==> src/logic/host_fifo_consts.svh <==
`ifndef HOST_FIFO_CONSTS_SVH
`define HOST_FIFO_CONSTS_SVH

`define FIFO_DEPTH      64
`define LEN_UNIT_SHIFT  2
`define LEN_NO_LIMIT    9'h100
`define CRC_PRESET_0    16'h0000
`define CRC_PRESET_1    16'h6363
`define CRC_PRESET_2    16'ha671
`define CRC_PRESET_3    16'hffff
`define CRC_POLY_MSB    16'h1021
`define CRC_POLY_LSB    16'h8408
`define RX_STS_OK       8'h00
`define RX_STS_ERR      8'h01
`define RD_EMPTY_VALUE  8'h00

`endif

==> src/logic/host_fifo_pkg.sv <==
package host_fifo_pkg;

  typedef struct packed {
    logic       valid;
    logic       last;
    logic       err;
    logic [7:0] data;
  } rx_byte_t;

  typedef struct packed {
    logic       start;
    logic [1:0] startSel;
    logic       msbOrder;
  } crc_cfg_t;

  typedef struct packed {
    logic [5:0] minLenQuads;
    logic [5:0] maxLenQuads;
  } len_filter_t;

  typedef enum logic [0:0] {
    CRC_IDLE = 1'b0,
    CRC_RUN  = 1'b1
  } crc_state_t;

endpackage

==> src/logic/host_fifo_with_crc_and_length_filter.sv <==
`timescale 1ns/1ps
`include "host_fifo_consts.svh"
module host_fifo_with_crc_and_length_filter
  import host_fifo_pkg::*;
#(
  parameter int DEPTH = `FIFO_DEPTH
) (
  input  wire logic          core_clk,
  input  wire logic          rst_n,
  input  wire logic          hostWrStb,
  input  wire logic [7:0]    hostWrData,
  input  wire logic          hostRdStb,
  output logic [7:0]         hostRdData,
  input  wire logic          buffer_flush,
  input  wire logic [5:0]    watermark,
  input  wire logic          near_empty_irq_en,
  input  wire logic          near_full_irq_en,
  input  wire logic          rxEnable,
  input  wire logic          multi_packet_rx,
  input  wire len_filter_t   lenFilter,
  input  wire rx_byte_t      rxIn,
  output logic               rxReady,
  input  wire crc_cfg_t      crcCfg,
  input  wire logic          crcIrqClr,
  output logic [6:0]         stored_byte_count,
  output logic               buffer_overflow_err,
  output logic               near_full_flag,
  output logic               near_empty_flag,
  output logic               alertIrq,
  output logic [7:0]         crcResultHi,
  output logic [7:0]         crcResultLo,
  output logic               crc_done,
  output logic               crc_done_irq,
  output logic               crcBusy
);

  localparam int AW = $clog2(DEPTH);
  localparam int CW = AW + 1;
  localparam logic [CW-1:0] FULL_CNT = CW'(DEPTH);

  logic [7:0]    mem [DEPTH];
  logic [AW-1:0] wrPtr_r, wrPtr_nxt, rdPtr_r, rdPtr_nxt;
  logic [CW-1:0] count_r, count_nxt;
  logic          ovf_r, ovf_nxt;
  logic          nearFull_r, nearFull_nxt, nearEmpty_r, nearEmpty_nxt;
  logic          irq_r, irq_nxt;
  logic [7:0]    rdData_r, rdData_nxt;
  logic          inPkt_r, inPkt_nxt, drop_r, drop_nxt;
  logic          pktErr_r, pktErr_nxt;
  logic          stsPend_r, stsPend_nxt;
  logic [7:0]    stsByte_r, stsByte_nxt;
  logic          rxDone_r, rxDone_nxt, rxReady_r, rxReady_nxt;
  crc_state_t    crcState_r, crcState_nxt;
  logic [15:0]   crc_r, crc_nxt;
  logic          crcDone_r, crcDone_nxt, crc_done_irq_r, crc_done_irq_nxt;

  logic          full, empty, rxTake, firstByte, lenOk, rxWr;
  logic          wrEn, push, pop, hostPop, crcPop;
  logic [7:0]    wrData, headByte;
  logic [8:0]    lenVal, minLen, maxLen;
  logic [CW-1:0] freeSpace;

  function automatic logic [15:0] crcByte(input logic [15:0] c,
                                           input logic [7:0]  d,
                                           input logic        msb);
    logic [15:0] v;
    logic        fb;
    v = c;
    for (int i = 0; i < 8; i++) begin
      if (msb) begin
        fb = v[15] ^ d[7-i];
        v  = {v[14:0], 1'b0} ^ (fb ? `CRC_POLY_MSB : 16'h0000);
      end else begin
        fb = v[0] ^ d[i];
        v  = {1'b0, v[15:1]} ^ (fb ? `CRC_POLY_LSB : 16'h0000);
      end
    end
    return v;
  endfunction

  function automatic logic [15:0] crc_start_sel(input logic [1:0] sel);
    case (sel)
      2'h0:    return `CRC_PRESET_0;
      2'h1:    return `CRC_PRESET_1;
      2'h2:    return `CRC_PRESET_2;
      default: return `CRC_PRESET_3;
    endcase
  endfunction

  always_comb begin
    full      = (count_r == FULL_CNT);
    empty     = (count_r == '0);
    headByte  = mem[rdPtr_r];
    // Length filter works on the first byte alone, so a rejected
    // packet never touches the buffer.
    firstByte = !inPkt_r;
    lenVal    = {1'b0, rxIn.data};
    minLen    = {1'b0, lenFilter.minLenQuads, 2'b00};
    maxLen    = (lenFilter.maxLenQuads == 6'h00) ? `LEN_NO_LIMIT :
                {1'b0, lenFilter.maxLenQuads, 2'b00};
    lenOk     = (lenVal >= minLen) && (lenVal < maxLen);
    rxTake    = rxIn.valid && rxReady_r;
    rxWr      = rxTake && (firstByte ? lenOk : !drop_r);

    inPkt_nxt   = inPkt_r;
    drop_nxt    = drop_r;
    pktErr_nxt  = pktErr_r;
    stsPend_nxt = 1'b0;
    stsByte_nxt = stsByte_r;
    rxDone_nxt  = rxDone_r && rxEnable;
    if (rxTake) begin
      if (rxIn.last) begin
        inPkt_nxt  = 1'b0;
        drop_nxt   = 1'b0;
        pktErr_nxt = 1'b0;
        if (rxWr && multi_packet_rx) begin
          stsPend_nxt = 1'b1;
          stsByte_nxt = (pktErr_r || rxIn.err) ? `RX_STS_ERR : `RX_STS_OK;
        end else if (rxWr) begin
          rxDone_nxt = 1'b1;
        end
      end else begin
        inPkt_nxt  = 1'b1;
        drop_nxt   = firstByte ? !lenOk : drop_r;
        pktErr_nxt = pktErr_r || rxIn.err;
      end
    end
    // Only the status slot costs a cycle of readiness in multi mode.
    rxReady_nxt = rxEnable && !stsPend_nxt && !rxDone_nxt;

    // Device writes win; a colliding host write is the host's fault.
    wrEn   = stsPend_r || rxWr || hostWrStb;
    wrData = stsPend_r ? stsByte_r : (rxWr ? rxIn.data : hostWrData);
    push   = wrEn && !full;
    crcPop  = (crcState_r == CRC_RUN) && !empty;
    hostPop = hostRdStb && !empty && (crcState_r == CRC_IDLE);
    pop     = crcPop || hostPop;

    wrPtr_nxt  = push ? AW'(wrPtr_r + 1'b1) : wrPtr_r;
    rdPtr_nxt  = pop ? AW'(rdPtr_r + 1'b1) : rdPtr_r;
    count_nxt  = CW'(count_r + CW'(push) - CW'(pop));
    ovf_nxt    = ovf_r;
    rdData_nxt = rdData_r;
    if (hostPop) begin
      rdData_nxt = headByte;
    end else if (hostRdStb && empty) begin
      rdData_nxt = `RD_EMPTY_VALUE;
    end
    if (buffer_flush) begin
      wrPtr_nxt = '0;
      rdPtr_nxt = '0;
      count_nxt = '0;
      ovf_nxt   = 1'b0;
    end
    // Set beats the flush clear in the same cycle.
    if (wrEn && full) begin
      ovf_nxt = 1'b1;
    end

    freeSpace     = CW'(FULL_CNT - count_nxt);
    nearFull_nxt  = (freeSpace <= CW'(watermark));
    nearEmpty_nxt = (count_nxt <= CW'(watermark));
    irq_nxt = (near_empty_irq_en && nearEmpty_nxt && !nearEmpty_r) ||
              (near_full_irq_en && nearFull_nxt && !nearFull_r);

    crcState_nxt = crcState_r;
    crc_nxt      = crc_r;
    crcDone_nxt  = crcDone_r;
    crc_done_irq_nxt   = crc_done_irq_r && !crcIrqClr;
    case (crcState_r)
      CRC_IDLE: begin
        if (crcCfg.start) begin
          crcState_nxt = CRC_RUN;
          crc_nxt      = crc_start_sel(crcCfg.startSel);
          crcDone_nxt  = 1'b0;
        end
      end
      CRC_RUN: begin
        if (!empty) begin
          crc_nxt = crcByte(crc_r, headByte, crcCfg.msbOrder);
        end else begin
          crcState_nxt = CRC_IDLE;
          crcDone_nxt  = 1'b1;
          crc_done_irq_nxt   = 1'b1;
        end
      end
      default: crcState_nxt = CRC_IDLE;
    endcase
  end

  // Storage has no reset; flush makes old bytes unreachable instead.
  always_ff @(posedge core_clk) begin
    if (push) begin
      mem[wrPtr_r] <= wrData;
    end
  end

  always_ff @(posedge core_clk or negedge rst_n) begin
    if (!rst_n) begin
      wrPtr_r     <= '0;
      rdPtr_r     <= '0;
      count_r     <= '0;
      ovf_r       <= 1'b0;
      nearFull_r  <= 1'b0;
      nearEmpty_r <= 1'b1;
      irq_r       <= 1'b0;
      rdData_r    <= 8'h00;
      inPkt_r     <= 1'b0;
      drop_r      <= 1'b0;
      pktErr_r    <= 1'b0;
      stsPend_r   <= 1'b0;
      stsByte_r   <= 8'h00;
      rxDone_r    <= 1'b0;
      rxReady_r   <= 1'b0;
      crcState_r  <= CRC_IDLE;
      crc_r       <= 16'h0000;
      crcDone_r   <= 1'b0;
      crc_done_irq_r    <= 1'b0;
    end else begin
      wrPtr_r     <= wrPtr_nxt;
      rdPtr_r     <= rdPtr_nxt;
      count_r     <= count_nxt;
      ovf_r       <= ovf_nxt;
      nearFull_r  <= nearFull_nxt;
      nearEmpty_r <= nearEmpty_nxt;
      irq_r       <= irq_nxt;
      rdData_r    <= rdData_nxt;
      inPkt_r     <= inPkt_nxt;
      drop_r      <= drop_nxt;
      pktErr_r    <= pktErr_nxt;
      stsPend_r   <= stsPend_nxt;
      stsByte_r   <= stsByte_nxt;
      rxDone_r    <= rxDone_nxt;
      rxReady_r   <= rxReady_nxt;
      crcState_r  <= crcState_nxt;
      crc_r       <= crc_nxt;
      crcDone_r   <= crcDone_nxt;
      crc_done_irq_r    <= crc_done_irq_nxt;
    end
  end

  assign hostRdData          = rdData_r;
  assign stored_byte_count   = count_r;
  assign buffer_overflow_err = ovf_r;
  assign near_full_flag      = nearFull_r;
  assign near_empty_flag     = nearEmpty_r;
  assign alertIrq            = irq_r;
  assign rxReady             = rxReady_r;
  assign crcResultHi         = crc_r[15:8];
  assign crcResultLo         = crc_r[7:0];
  assign crc_done            = crcDone_r;
  assign crc_done_irq        = crc_done_irq_r;
  assign crcBusy             = (crcState_r == CRC_RUN);
endmodule

==> config.mk <==
export PLATFORM = sky130hd
export DESIGN_NAME = host_fifo_with_crc_and_length_filter
export DESIGN_NICKNAME = d
export VERILOG_FILES = /design/src/logic/host_fifo_pkg.sv /design/src/logic/host_fifo_with_crc_and_length_filter.sv
export VERILOG_INCLUDE_DIRS = /design/src /design/src/logic
export SDC_FILE = /design/constraint.sdc
export NUM_CORES = 1
export LEC_CHECK = 0
export BUFFER_PORTS_ARGS = -buffer_cell sky130_fd_sc_hd__buf_2
export CORE_MARGIN = 3
export CORE_UTILIZATION = 50
export DETAILED_ROUTE_END_ITERATION = 16
export PLACE_DENSITY = 0.8
export REMOVE_ABC_BUFFERS = 1
export SKIP_CTS_REPAIR_TIMING = 1
export SYNTH_ARGS = -nofsm -noshare
export SYNTH_HDL_FRONTEND = slang
export SYNTH_SLANG_ARGS = --single-unit
==> constraint.sdc <==
create_clock -name core_clk -period 4.4 [get_ports core_clk]
set_clock_uncertainty 0.1 [all_clocks]
set_input_delay 0.88 -clock core_clk [delete_from_list [all_inputs] [get_ports core_clk]]
set_output_delay 0.88 -clock core_clk [all_outputs]
set_load 0.03 [all_outputs]
==> results of run 1 <==
## layer usage
| layer | vias to the layer above | wire, um | global-route usage | part of all wire |
|---|---|---|---|---|
| li1 | 5917 | - | - | - |
| met1 | 7084 | 22000 | 0.303 | 0.39 |
| met2 | 692 | 27400 | 0.365 | 0.49 |
| met3 | 128 | 4780 | 0.0400 | 0.085 |
| met4 | 0 | 1800 | 0.0731 | 0.032 |
| met5 | - | 0 | 0 | 0 |
## cell families (layout without fill, tap and decap cells)
family                   count (synthesis)  after routing  synth area share
AO/OA/AOI/OAI                          165            165            0.0483
XOR/XNOR                                64             64            0.0264
adder cells (fa/ha/maj)                 35             35            0.0184
buffers and inverters                  110            401            0.0232
flip-flops                             569            569             0.693
multiplexers                           179            179             0.142
AND/OR/NAND/NOR                        249            249            0.0489
## flip-flops by register name (all words and copies together), names as in the netlist, 6 cells and up
register	count
rdPtr_r	6
mem	512
wrPtr_r	6
hostRdData	8
crc_r	16
stored_byte_count	7
## through the flow
step | TNS (ns) | utilization | worst slack [ns] | power, mW | instances
after floorplan | -457.32 | - | -3.51 | 11.2 | 1305
after global placement | -8.28 | 0.555 | -1.61 | 12.8 | 2174
after detailed placement | -21.26 | 0.555 | -1.81 | 12.9 | 2174
after CTS | -3.51 | 0.591 | -1.18 | 17.6 | 2275
after global routing | -3.12 | 0.594 | -0.943 | 18.4 | 2277
final | -2.11 | 0.594 | -0.730 | 17.6 | 2277
## critical path, stage by stage
cell and delay [ns]:
buf_8 0.09, inv_4 0.03, ha_4 0.24, or3b_4 0.37, a21boi_2 0.13, o21a_1 0.14
o21a_1 0.12, o21a_1 0.12, o21a_1 0.17, o221ai_2 0.14, a32oi_2 0.32, inv_2 0.09
ha_4 0.28, inv_2 0.04, ha_4 0.15, fa_1 0.49, nand2b_1 0.11, ha_4 0.29
ha_4 0.19, nor2b_4 0.12, o21a_1 0.19, o21a_1 0.18, o21ai_1 0.13, nand2b_1 0.06
a21oi_1 0.12, a31oi_1 0.07, nor2_1 0.15, a32o_1 0.17
## worst max-delay path by stage
stage | slack, ns | depth (start not counted) | startpoint | end
2_1_floorplan | -3.51 | 9 | rdPtr_r[0] | crc_r[7]
3_3_place_gp | -1.61 | 28 | rxIn[2] | alertIrq
3_5_place_dp | -1.81 | 28 | rxIn[2] | alertIrq
4_1_cts | -1.18 | 28 | rxIn[2] | alertIrq
5_1_grt | -0.94 | 28 | rxIn[2] | alertIrq
6_report | -0.73 | 28 | rxIn[2] | alertIrq
## area by class of cell
type	count	area, um2	area share
clock buffer	72	1460	0.0513
clock inverter	29	298	0.0105
inverter	44	168	0.00590
multi-input combinational	692	7060	0.248
sequential	569	16800	0.591
tap	615	769	0.0271
timing repair buffer	256	1870	0.0656
## synthesized netlist by cell type (3+ instances only)
cell / number
nand2b_1: 12
ha_1: 34
and3b_1: 4
o22ai_1: 7
nand3_1: 14
nor3b_1: 6
mux2i_1: 37
a22o_1: 15
nand4_1: 3
o21a_1: 12
o21ai_0: 30
buf_8: 3
mux4_2: 131
inv_1: 43
nand4b_1: 3
nand2_1: 35
buf_4: 5
xnor2_1: 33
buf_1: 7
buf_2: 11
and2_1: 5
nor3_1: 9
xnor3_1: 3
nor2b_1: 12
dfrtp_1: 56
buf_6: 11
or3_1: 3
a21oi_1: 31
a31oi_1: 5
nor2_1: 122
edfxtp_1: 512
clkbuf_1: 29
a21o_1: 7
mux2_2: 11
and3_1: 6
a221oi_1: 4
xor2_1: 25
a22oi_1: 23
nand3b_1: 3
## power breakdown
group          total, mW  internal [mW]  switching, mW
Sequential          6.61           6.25          0.355
Combinational       6.41           3.08           3.33
Clock               4.62           2.64           1.98
==> flow_summary.toml, run 1 <==
[worst_hold_path]
hold_class = "primary input to async pin"

[worst_setup_path]
cp_max_fo = 3
worst-endpoint-required_ns = 4.85
timing.rr.end = "crc_r[12]"
critical_path.endpoint_type = "register"
worstSetupStartpointType = "primary input"
ff2ff_path_depth = 11
r2r_start = "rdPtr_r[1]"
r2r_slack_ns = 0.18
worstPathArrival_ns = 5.58
worstSetupPathType = "primary input to register"

[floorplan]
num_rows = 80
coreArea_um2 = 47800
io-pin-count = 90
die_h_um = 226
start_util = 0.507
dieArea_um2 = 51200
chipWidth_um = 226

[run_status]
violations = "negative setup slack"
status = "finished, violations left"

[logic_synthesis]
synth.yosys.seq_area_share = 0.693
avgSynthCellArea_um2 = 17.7
ys_ff_latch = 569
synth_top_cell_by_area = "edfxtp_1"
async_reset_ff_frac = 0.100
synth.area.top_cells = "edfxtp_1 (63%), mux4_2 (12%), dfrtp_1 (5.8%)"
netlist_area_um2 = 24300
synth_ff_type = "edfxtp_1"
netlist_instances = 1371
yosysTopAreaCellShare = 0.634
yosys_warnings = 0
synth-edff-count = 512
yosysUniqueCellTypes = 76

[sta]
finalCritPeriodShare = 1.17
fin_crit_ns = 5.13
holdWs_ns = 0.319
setup_violations = 4
fmax_mhz = 195
maxSlewHeadroom = 0.372
finalHoldViolations = 0
finalMaxSlewViolations = 0
fin_ws_ns = -0.730
worst_pin_slew_ns = 0.942
rsz0062_at_grt = "true"

[power]
ir_drop_mv = 0.331
p_per_area_nw_per_um2 = 620
leakagePower_nw = 9.97

[global_routing]
grt_pass1_wl_um = 85200
grt_pass1_vias = 13900
antenna_found_initial = 0
grt.overflow.total = 0
grt_usage = 0.222
grt_max_degree = 65

[final_layout]
fillers = 3414
nets = 1704
layout_commonest_cell = "edfxtp_1"
syn_to_final_growth_pct = 17.3
diodes = 0
final_cell_mix = "edfxtp_1 (512), buf_4 (155), mux4_2 (131)"
drive_above_1_share = 0.311
final_area_um2 = 28400

[detailed_routing]
num_vias = 13800
drc_errors = 0
ant_nets = 0
dr.pass1.iters = 5
routed_via_density = 6.07
wirelength_um = 56100
wl_per_cell_um = 24.6
initialDrtViolationCount = 1661

[clocking]
ctsRootBufferMaster = "clkbuf_16"
cts_tree = "yes"
clockBufferDepth = 3
worstSkewPairLatency_ns = 0.61
clk_pin_slew_ns = 0.07
clock-sinks = 569
numCtsBuffers = 55
htreeDepth = 2

[placed_design]
globalplace.congestion = 0.878
port-buffer-count = 89
dpl_cell_area_um2 = 26500
hpwl_um = 36400

[flow_run]
maxCapViolCount = 0
No activity file was read; power rests on OpenSTA's default activity.
==> run 2: changes to the inputs <==
Settings changed: CORE_UTILIZATION 50 to 33, PLACE_DENSITY 0.8 to 0.61.
==> flow_summary.toml, run 2 (same netlist as run 1, synthesis figures left out) <==
[placed_design]
hpwl_um = 38000
place_inst = 2510
dpl_worst_slack_ns = -1.62
port-buffer-count = 89
globalplace.congestion = 0.839
dpl_cell_area_um2 = 27000

[worst_setup_path]
worst-endpoint-required_ns = 4.84
worstSetupPathType = "primary input to register"
r2r_slack_ns = 0.13
critical_path.endpoint_type = "register"
timing.rr.end = "alertIrq"
worstSetupStartpointType = "primary input"
ff2ff_path_depth = 21
r2r_start = "stored_byte_count[5]"
worstPathArrival_ns = 5.59
cp_max_fo = 2

[detailed_routing]
routed_via_density = 5.10
ant_nets = 0
wirelength_um = 57600
num_vias = 13400
dr.pass1.iters = 5
initialDrtViolationCount = 1200
wl_per_cell_um = 22.0
drc_errors = 0

[sta]
maxSlewHeadroom = 0.344
setup_violations = 4
fmax_mhz = 194
finalMaxSlewViolations = 0
fin_ws_ns = -0.749
rsz0062_at_grt = "true"
finalCritPeriodShare = 1.17
worst_pin_slew_ns = 0.984
finalHoldViolations = 0
fin_crit_ns = 5.15

[global_routing]
grt_pass1_wl_um = 87400
grt_max_degree = 65
grt_pass1_vias = 13800
antenna_found_initial = 0
grt_usage = 0.149
grt.overflow.total = 0

[power]
ir_drop_mv = 0.710
power_mw = 17.7
p_per_area_nw_per_um2 = 611
leakagePower_nw = 10.0

[floorplan]
num_rows = 98
io-pin-count = 90
chipWidth_um = 277
start_util = 0.336
die_h_um = 277
coreArea_um2 = 72100
dieArea_um2 = 76800

[final_layout]
nets = 1707
final_core_util = 0.401
drive_above_1_share = 0.311
final_cell_mix = "edfxtp_1 (512), buf_4 (154), mux4_2 (131)"
syn_to_final_growth_pct = 19.3
fillers = 6542
top_register = "mem"
largest_register_ffs = 512
layout_commonest_cell = "edfxtp_1"
final_area_um2 = 28900
instances_no_fill = 2620

[clocking]
clockBufferDepth = 3
htreeDepth = 2
ctsRootBufferMaster = "clkbuf_16"
clk_pin_slew_ns = 0.07
worstSkewPairLatency_ns = 0.62
clock-sinks = 569
numCtsBuffers = 58
cts_tree = "yes"

[flow_run]
maxCapViolCount = 0

[worst_hold_path]
hold_class = "primary input to async pin"

[run_status]
violations = "negative setup slack"
status = "finished, violations left"
## run 2: cell types whose count changed in the layout (fill, tap and decap cells not counted), sizes merged
cell	delta
clkbuf	+1
clkinvlp	+3
inv	-1
clkinv	+4
diode	+1
## run 2: area by class of cell
type | instances | area [um2] | area share
multi-input cells | 692 | 7030 | 0.243
clock inverters | 35 | 322 | 0.0111
clock buffers | 73 | 1530 | 0.0529
well taps | 950 | 1190 | 0.0411
flip-flops and latches | 569 | 16800 | 0.581
inverters | 44 | 168 | 0.00580
repair buffers | 256 | 1880 | 0.0649
diodes | 1 | 2.50 | 0.0000865
## run 2: where the power goes
part / internal (mW) / switching [mW] / total [mW] / leakage (nW)
logic: 2.98 / 3.32 / 6.30 / 3.79
clock network: 2.76 / 2.03 / 4.79 / 0.894
registers: 6.25 / 0.335 / 6.59 / 5.31
## run 2: how the worst max path moves through the flow
stage / from / cells past startpoint / slack, ns / to
after detailed placement: rxIn[2] / 28 / -1.62 / alertIrq
after global placement: rxIn[2] / 28 / -1.54 / alertIrq
after global routing: rxIn[2] / 28 / -0.97 / alertIrq
final: rxIn[2] / 28 / -0.75 / alertIrq
after CTS: rxIn[2] / 28 / -1.01 / alertIrq
after floorplan: rdPtr_r[0] / 9 / -3.51 / crc_r[7]
## run 2: layer usage
layer / global-route usage / vias up / routed length (um)
met5: 0 / - / 0
met4: 0.0431 / 0 / 1350
met3: 0.0248 / 90 / 3520
met2: 0.242 / 442 / 27700
met1: 0.207 / 6915 / 25000
li1: - / 5922 / -
## run 2: stage by stage
step                hold WS, ns  setup TNS [ns]
finish                    0.335           -2.03
global route              0.349           -2.88
CTS                       0.313           -3.04
detailed placement        0.375           -6.24
global placement          0.365           -5.85
floorplan                 0.358         -457.32
## run 2: worst max-delay path, stage by stage
cell and delay [ns]:
buf_8 0.08, inv_4 0.03, ha_4 0.24, or3b_4 0.37, a21boi_2 0.13, o21a_1 0.14, o21a_1 0.13, o21a_1 0.13
o21a_1 0.17, o221ai_2 0.15, a32oi_2 0.27, inv_2 0.07, ha_4 0.26, inv_2 0.04, ha_4 0.15, fa_1 0.48
nand2b_1 0.08, ha_1 0.31, ha_1 0.30, nor2b_1 0.13, o21a_1 0.16, o21a_1 0.19, o21ai_1 0.14, nand2b_1 0.08
a21oi_1 0.12, a31oi_1 0.06, nor2_1 0.14, a32o_1 0.17
